## config.mk

```make
export PLATFORM = sky130hd
export DESIGN_NAME = mra_top
export DESIGN_NICKNAME = d
export VERILOG_FILES = /design/src/pkg/mra_pkg.sv /design/src/design/mra_level_cmp.sv /design/src/design/mra_top.sv
export SDC_FILE = /design/constraint.sdc
export NUM_CORES = 1
export LEC_CHECK = 0
export BUFFER_PORTS_ARGS = -buffer_cell sky130_fd_sc_hd__buf_2
export CORE_MARGIN = 2
export CORE_UTILIZATION = 25
export CTS_CLUSTER_DIAMETER = 50
export CTS_CLUSTER_SIZE = 24
export DETAILED_ROUTE_END_ITERATION = 12
export SLEW_MARGIN = 30
export SYNTH_ARGS = -nofsm -noshare
export SYNTH_HDL_FRONTEND = slang
export SYNTH_SLANG_ARGS = --single-unit
```

## constraint.sdc

```tcl
create_clock -name mclk -period 8.3 [get_ports mclk]
set_input_delay 2.075 -clock mclk [delete_from_list [all_inputs] [get_ports mclk]]
set_output_delay 2.075 -clock mclk [all_outputs]
set_load 0.05 [all_outputs]
```

## src/pkg/mra_pkg.sv

```systemverilog
// Constants and types shared by the metering register access block
package mra_pkg;
   localparam int ADDR_W   = 8;
   localparam int DATA_W   = 32;
   localparam int SAMPLE_W = 24;
   localparam int NUM_PH   = 3;
   localparam int NUM_RMS  = 4;
   localparam int NUM_DEN  = 3;
   localparam int DEN_W    = 16;
   localparam int ZX_W     = 16;
   localparam int CNT_W    = 12;

   // Register byte offsets
   localparam logic [ADDR_W-1:0] OFS_SAG    = 8'h00;
   localparam logic [ADDR_W-1:0] OFS_ZX     = 8'h04;
   localparam logic [ADDR_W-1:0] OFS_DEN0   = 8'h08;
   localparam logic [ADDR_W-1:0] OFS_STATUS = 8'h14;
   localparam logic [ADDR_W-1:0] OFS_MASK   = 8'h18;
   localparam logic [ADDR_W-1:0] OFS_STATE  = 8'h1C;
   localparam logic [ADDR_W-1:0] OFS_RMS0   = 8'h20;
   localparam logic [ADDR_W-1:0] OFS_STEP   = 8'h04;

   // Status, mask and state field positions
   localparam int ST_LOOP    = 0;
   localparam int ST_CORRUPT = 1;
   localparam int ST_ARMED   = 2;
   localparam int ST_W       = 3;
   localparam int SS_ARMED   = 0;
   localparam int SS_CORRUPT = 1;

   // Reset values
   localparam logic [SAMPLE_W-1:0] SAG_RST  = 24'h00_0000;
   localparam logic [ZX_W-1:0]     ZX_RST   = 16'hFFFF;
   localparam logic [DEN_W-1:0]    DEN_RST  = 16'h0000;
   localparam logic [ST_W-1:0]     MASK_RST = 3'h0;

   // Arming level in percent of full scale
   localparam int ARM_PCT = 10;

   // Timing
   localparam int CLK_PERIOD_NS  = 100;
   localparam int LOOP_PERIOD_NS = 125000;
   localparam int RMS_GAP_NS     = 265000;
   localparam int LOOP_CYCLES    = LOOP_PERIOD_NS / CLK_PERIOD_NS;
   localparam int RMS_GAP_CYCLES =
      (RMS_GAP_NS + CLK_PERIOD_NS - 1) / CLK_PERIOD_NS;
   localparam logic [CNT_W-1:0] LOOP_LAST = CNT_W'(LOOP_CYCLES - 1);
   localparam logic [CNT_W-1:0] RMS_GAP   = CNT_W'(RMS_GAP_CYCLES);

   typedef struct packed {
      logic [ADDR_W-1:0] addr;
      logic [DATA_W-1:0] wdata;
      logic              wr;
      logic              rd;
   } mra_req_t;

   typedef struct packed {
      logic [NUM_PH-1:0][SAMPLE_W-1:0] volt;
      logic                            valid;
   } mra_phase_t;

   typedef struct packed {
      logic [NUM_RMS-1:0][SAMPLE_W-1:0] val;
   } mra_rms_t;

   typedef struct packed {
      logic [NUM_DEN-1:0][DEN_W-1:0] den;
   } mra_den_t;
endpackage

```

## src/design/mra_level_cmp.sv

```systemverilog
// Magnitude comparator of one phase voltage sample against a level
`timescale 1ns/100ps
`default_nettype none
module mra_level_cmp
   import mra_pkg::*;
#(
   parameter int W = SAMPLE_W
)
(
   input  wire logic [W-1:0] sample,   // Signed sample
   input  wire logic [W-1:0] level,    // Unsigned level
   output logic              above     // Magnitude exceeds level
);
   logic [W:0] ext;
   logic [W:0] mag;

   always_comb
   begin
      ext = {sample[W-1], sample};
      // One extra bit so the most negative code stays positive
      mag = sample[W-1] ? (~ext + {{W{1'b0}}, 1'b1}) : ext;
      above = mag > {1'b0, level};
   end
endmodule // mra_level_cmp
`default_nettype wire

```

## src/design/mra_top.sv

```systemverilog
// Register access, threshold deferral and rms read pacing of the meter
//
// Behaviour
// - Sag threshold waits for a phase above 10%
// - Zero-cross timeout waits for phase above 10%
// - Results computed in fixed 125 us loop
// - Back-to-back rms read corrupts rms, apparent
// - Next 125 us loop recovers correct values
`timescale 1ns/100ps
`default_nettype none
module mra_top
   import mra_pkg::*;
#(
   parameter logic [SAMPLE_W-1:0] FULL_SCALE = 24'h40_0000
)
(
   input  wire logic                mclk,          // System clock
   input  wire logic                reset,         // Sync reset, high
   input  wire mra_req_t            req,           // Register request
   output logic [DATA_W-1:0]        rdData,        // Read data, next cycle
   input  wire mra_phase_t          phase,         // Phase voltage samples
   input  wire mra_rms_t            rmsIn,         // Rms results of loop
   output logic [SAMPLE_W-1:0]      sagLevelThreshold, // Applied sag level
   output logic [ZX_W-1:0]          zeroCrossTimeout,  // Applied timeout
   output mra_den_t                 pulseOutputDen,    // Denominators
   output logic                     dataReadyInterrupt, // Loop end pulse
   output logic                     apparentCorrupt,   // Loop result bad
   output logic                     firstInterruptPin  // Interrupt, high
);
   localparam logic [SAMPLE_W-1:0] ARM_LEVEL =
      SAMPLE_W'((int'(FULL_SCALE) * ARM_PCT) / 100);

   // Register state
   logic [SAMPLE_W-1:0] sagPend_q, sagPend_d;
   logic [SAMPLE_W-1:0] sagAppl_q, sagAppl_d;
   logic [ZX_W-1:0]     zxPend_q, zxPend_d;
   logic [ZX_W-1:0]     zxAppl_q, zxAppl_d;
   mra_den_t            den_q, den_d;
   logic [ST_W-1:0]     status_q, status_d;
   logic [ST_W-1:0]     mask_q, mask_d;
   logic                armed_q, armed_d;
   // Loop and pacing state
   logic [CNT_W-1:0]    loopCnt_q, loopCnt_d;
   logic [CNT_W-1:0]    rmsGap_q, rmsGap_d;
   logic                corrupt_q, corrupt_d;
   logic                tick_q, tick_d;
   mra_rms_t            rms_q, rms_d;
   logic [DATA_W-1:0]   rdData_q, rdData_d;

   logic [NUM_PH-1:0]   phAbove;
   logic                armEvent;
   logic                loopEnd;
   logic                rmsHit;
   logic                rmsTooSoon;
   logic [ST_W-1:0]     events;
   logic [ST_W-1:0]     w1c;

   genvar gi;
   generate
      for (gi = 0; gi < NUM_PH; gi++)
      begin : g_cmp
         mra_level_cmp #(
            .W      (SAMPLE_W)
         ) u_cmp (
            .sample (phase.volt[gi]),
            .level  (ARM_LEVEL),
            .above  (phAbove[gi])
         );
      end
   endgenerate

   // Host side register writes and the deferred thresholds
   always_comb
   begin
      sagPend_d = sagPend_q;
      zxPend_d  = zxPend_q;
      den_d     = den_q;
      mask_d    = mask_q;
      w1c       = '0;
      if (req.wr)
      begin
         if (req.addr == OFS_SAG)
            sagPend_d = req.wdata[SAMPLE_W-1:0];
         if (req.addr == OFS_ZX)
            zxPend_d = req.wdata[ZX_W-1:0];
         if (req.addr == OFS_MASK)
            mask_d = req.wdata[ST_W-1:0];
         if (req.addr == OFS_STATUS)
            w1c = req.wdata[ST_W-1:0];
         for (int i = 0; i < NUM_DEN; i++)
            if (req.addr == OFS_DEN0 + ADDR_W'(i * int'(OFS_STEP)))
               den_d.den[i] = req.wdata[DEN_W-1:0];
      end
      // Stays armed until the next reset
      armEvent = !armed_q && phase.valid && (|phAbove);
      armed_d  = armed_q | armEvent;
      // Detector keeps its old level until the input has been live
      sagAppl_d = armed_q ? sagPend_q : sagAppl_q;
      zxAppl_d  = armed_q ? zxPend_q : zxAppl_q;
   end

   always_ff @(posedge mclk)
   begin
      if (reset)
      begin
         sagPend_q <= SAG_RST;
         sagAppl_q <= SAG_RST;
         zxPend_q  <= ZX_RST;
         zxAppl_q  <= ZX_RST;
         den_q     <= {NUM_DEN{DEN_RST}};
         mask_q    <= MASK_RST;
         armed_q   <= 1'b0;
      end
      else
      begin
         sagPend_q <= sagPend_d;
         sagAppl_q <= sagAppl_d;
         zxPend_q  <= zxPend_d;
         zxAppl_q  <= zxAppl_d;
         den_q     <= den_d;
         mask_q    <= mask_d;
         armed_q   <= armed_d;
      end
   end

   // Computation loop, rms pacing and interrupt status
   always_comb
   begin
      loopEnd   = loopCnt_q == LOOP_LAST;
      loopCnt_d = loopEnd ? '0 : loopCnt_q + CNT_W'(1);
      tick_d    = loopEnd;
      rms_d     = loopEnd ? rmsIn : rms_q;
      rmsHit    = req.rd && (req.addr >= OFS_RMS0) &&
                  (req.addr < OFS_RMS0 + ADDR_W'(NUM_RMS * 4));
      // Gap counts from the start of the previous rms read
      rmsTooSoon = rmsHit && (rmsGap_q < RMS_GAP);
      if (rmsHit)
         rmsGap_d = CNT_W'(1);
      else if (rmsGap_q < RMS_GAP)
         rmsGap_d = rmsGap_q + CNT_W'(1);
      else
         rmsGap_d = rmsGap_q;
      // A fresh corruption outranks the recovery at the loop end
      if (rmsTooSoon)
         corrupt_d = 1'b1;
      else if (loopEnd)
         corrupt_d = 1'b0;
      else
         corrupt_d = corrupt_q;
      events = '0;
      events[ST_LOOP]    = loopEnd;
      events[ST_CORRUPT] = rmsTooSoon;
      events[ST_ARMED]   = armEvent;
      // Set wins over a clear in the same cycle
      status_d = (status_q & ~w1c) | events;
   end

   // Read path, data one cycle after the strobe
   always_comb
   begin
      rdData_d = '0;
      if (req.rd)
      begin
         unique case (req.addr)
            OFS_SAG:    rdData_d[SAMPLE_W-1:0] = sagPend_q;
            OFS_ZX:     rdData_d[ZX_W-1:0]     = zxPend_q;
            OFS_STATUS: rdData_d[ST_W-1:0]     = status_q;
            OFS_MASK:   rdData_d[ST_W-1:0]     = mask_q;
            OFS_STATE:
            begin
               rdData_d[SS_ARMED]   = armed_q;
               rdData_d[SS_CORRUPT] = corrupt_q;
            end
            default:
            begin
               for (int i = 0; i < NUM_DEN; i++)
                  if (req.addr == OFS_DEN0 + ADDR_W'(i * int'(OFS_STEP)))
                     rdData_d[DEN_W-1:0] = den_q.den[i];
               for (int i = 0; i < NUM_RMS; i++)
                  if (req.addr == OFS_RMS0 + ADDR_W'(i * int'(OFS_STEP)))
                     // Too early a read returns the inverted result
                     rdData_d[SAMPLE_W-1:0] = rmsTooSoon ?
                        ~rms_q.val[i] : rms_q.val[i];
            end
         endcase
      end
   end

   always_ff @(posedge mclk)
   begin
      if (reset)
      begin
         loopCnt_q <= '0;
         rmsGap_q  <= RMS_GAP;
         corrupt_q <= 1'b0;
         tick_q    <= 1'b0;
         rms_q     <= '0;
         status_q  <= '0;
         rdData_q  <= '0;
      end
      else
      begin
         loopCnt_q <= loopCnt_d;
         rmsGap_q  <= rmsGap_d;
         corrupt_q <= corrupt_d;
         tick_q    <= tick_d;
         rms_q     <= rms_d;
         status_q  <= status_d;
         rdData_q  <= rdData_d;
      end
   end

   assign rdData             = rdData_q;
   assign sagLevelThreshold  = sagAppl_q;
   assign zeroCrossTimeout   = zxAppl_q;
   assign pulseOutputDen     = den_q;
   assign dataReadyInterrupt = tick_q;
   assign apparentCorrupt    = corrupt_q;
   assign firstInterruptPin  = |(status_q & mask_q);
endmodule // mra_top
`default_nettype wire

```

==> impl_results.md <==
* Status: complete, no violations
* Clock buffer depth at 3
* Reg power frac at 0.448
* Final min period at 4.819 ns
* Worst EP arrival at 5.24 ns
* Num rows at 86
* Placed instance count at 2,671
* Share of cells above drive strength 1 at 0.2159
* Hold WS at 0.4712 ns
* Clk slew on worst S/H paths at 0.07 ns
* Synth Area in Compound Gates at 0.2227
* CTS buffer count at 30
* Root buffer cell: clkbuf_16
* CTS-repair resized insts at 0
* Layout area overhead at 23.87%
* Die height at 238.8 um
* Switch share at 0.2714
* Largest net degree at the start of global routing at 99
* EDFF count, synth at 0
* CP Data Required Time at 8.72 ns
* CORE AREA at 54,770 um^2
* Routability cong. at 0.8936
* Mux contribution to synthesized area at 0.02932
* Post-Synth XOR/XNOR Area at 0.03558
* Via count at 14,210
* Most frequent CP cell: nand4_1
* Most frequent cell after synthesis: nand2_1
* Most common library cells after synthesis: nand2_1, dfxtp_1, a21oi_1
* DRC viols at 0
* Relative slew margins at 0.2650
* Overflow left after global routing at 0
* H-tree levels at 1
* Total wire length at 54,210 um
* Post-Layout Cell Count at 2,736
* Startpoint Class: input port
* Critical path buffers and inverters at 2
* Vias per cell at 5.195
* Crit. End Element: flop
* Initial Util at 0.2517
* Top FF cell, synth: dfxtp_1
* Ranking of synthesized cells by area: dfxtp_1, nand2_1, a21oi_1
* CP Max Fanout at 8
* Leading area contributor after synthesis: dfxtp_1
* Power consumption at 3051 uW
* FF+latch count, synth at 281
* Die Width at 238.8 um
* FMAX at 207.5 MHz
* Vias in the first global route at 13,120
* Internal Power at 2223 uW
* Clock share of power at 0.462
* Drt first pass iters at 6
* Post-CTS setup buffer count at 0
* Worst VDD drop at 0.1606 mV
* Max incr delay on CP at 0.75 ns
* Antenna Nets Post-Route at 0
* GRT Overall Usage at 0.1800
* Syn Std Cell Area at 13,780 um^2
* Worst slew pin tran at 1.102 ns
* CTS tree: built
* Yosys cell types at 80
* Syn. warnings at 0
* Die ar. at 57,030 um^2
* Ys async rst share at 0
* Switch Pwr at 828.1 uW
* RSZ-0062 raised after global routing: false
* Clk Latency, worst-skew pair at 0.57 ns
* Top cell family by delay on the critical path: simple AND/OR/NAND/NOR gates
* Drt wl/cell at 19.81 um
* Post-synthesis sequential area ratio at 0.4081
* Post-CTS Hold Buffers at 0
* Clock Skew at 0.01080 ns
* Antenna violations before repair at 8
* First-pass GRT wire length at 79,330 um
* Critical path class: input port to flop
* Post-synthesis adder-cell area fraction at 0.005447
* Worst hold-check path type: flop to flop
* Crit path max-delay cell type: nor4b_2
* Final hold vios at 0
* DRT iter0 DRCs at 1,224
* Max Slew Vio Count at 0
* Mapped Cells at 1,758
* Max-cap violations at 0
* Setup Viol. Count Final at 0
* Average size of a mapped cell at 7.840 um^2
* Layout Nets at 2,219
* Fin Setup TNS at 0 ns
* Post-Synth Simple-Gate Area at 0.2530
* IO Port Bufs at 319
* CTS sink cnt at 281
* Total leakage power at 0.006323 uW
* Pwr per Cell Area at 178.7 nW/um^2
* Largest family of logic cells by synthesized area: simple AND/OR/NAND/NOR gates
* Comb power frac at 0.090
* Yosys top cell area share at 0.4081
* Final worst path period share at 0.5806
* Io pins at 336
* Critical-path cell list: buf_2, inv_1, ha_1, nor4b_2, nand4_1, nor4b_1, mux2i_1, a2bb2oi_1, nand4_1, nor4_1, a211oi_2
* Hpwl dp at 39,970 um
tightest hold or removal path: stages, from the launching register on:
cell	delay, ns
dfxtp_1	0.32
nand2_1	0.05
a21oi_1	0.05
cell usage in the layout, fill, tap and decap left out, drive strengths merged, types with 10 or more instances in the layout:
| cell type | count |
|---|---|
| a22oi | 33 |
| nand2b | 13 |
| nand3 | 51 |
| o2111ai | 14 |
| o21ai | 22 |
| a222oi | 18 |
| a211oi | 10 |
| nor2b | 27 |
| inv | 23 |
| mux2i | 31 |
| and2 | 10 |
| nand3b | 26 |
| nor3 | 41 |
| or4 | 12 |
| a21oi | 200 |
| buf | 343 |
| o22ai | 35 |
| nand4 | 15 |
| clkinv | 13 |
| nor2 | 89 |
| nor4 | 21 |
| nand2 | 414 |
| o21bai | 10 |
| a31oi | 15 |
| clkbuf | 34 |
| xor2 | 13 |
| dfxtp | 281 |
| a221oi | 29 |
| xnor2 | 43 |
| a211o | 17 |
cells by family after synthesis:
logic type                 count (synthesis)
DFF                                      281
xor gates and xnor gates                  56
AOI/OAI and AO/OA                        463
and+or+nand+nor                          754
buffers and inverters                    158
other                                      1
adders and majority gates                  6
muxes                                     39
sequential cells by signal, indices dropped and copies added (netlist names), 12 cells and up:
signal	cells
rdData	24
rms_q	96
rmsGap_q	12
sagLevelThreshold	24
zxPend_q	16
pulseOutputDen	48
zeroCrossTimeout	16
loopCnt_q	12
sagPend_q	24
cell type report:
type,count,area (um^2)
repair buffers,343,1790
diodes,8,20.02
fillers,5827,37700
multi-input cells,1326,7627
clock buffers,34,817.0
flip-flops and latches,281,5627
well taps,704,880.8
inverters,18,67.56
clock inverters,22,242.7
final timing paths:
| check | startpoint | end | slack (ns) | depth (start not counted) |
|---|---|---|---|---|
| min reg2reg | rms_q[27]$_SDFFE_PP0P_ | rms_q[27]$_SDFFE_PP0P_ | 0.47 | 2 |
| max | phase[2] | armed_q$_SDFF_PP0_ | 3.48 | 11 |
| min | rms_q[27]$_SDFFE_PP0P_ | rms_q[27]$_SDFFE_PP0P_ | 0.47 | 2 |
| max reg2reg | rmsGap_q[2]$_SDFFE_PP0N_ | rdData[10]$_SDFF_PP0_ | 4.79 | 10 |
per-layer routing:
metal | global-route usage | wire [um]
met5 | 0 | 0
met4 | 0.06951 | 1718
met3 | 0.03314 | 4278
met2 | 0.2859 | 24840
met1 | 0.2414 | 23370
per-stage QoR:
step                      setup WS (ns)  instance area, um^2    util
after floorplan                   3.835                13810       -
after global placement            3.033                15960  0.2914
after detailed placement          2.910                15970  0.2915
after CTS                         3.524                17030  0.3108
after global routing              3.223                17070  0.3117
final                             3.481                17070  0.3117
power by group through the flow:
| stage | sequential, uW | clock (uW) | combinational, uW |
|---|---|---|---|
| 6_report | 1370 | 1410 | 275 |
| 5_1_grt | 1370 | 1500 | 297 |
| 4_1_cts | 1370 | 1440 | 273 |
| 3_5_place_dp | 1400 | 0 | 272 |
| 3_3_place_gp | 1400 | 0 | 267 |
| 2_1_floorplan | 1420 | 0 | 132 |
Note: power is estimated with default switching activity, not from simulation.
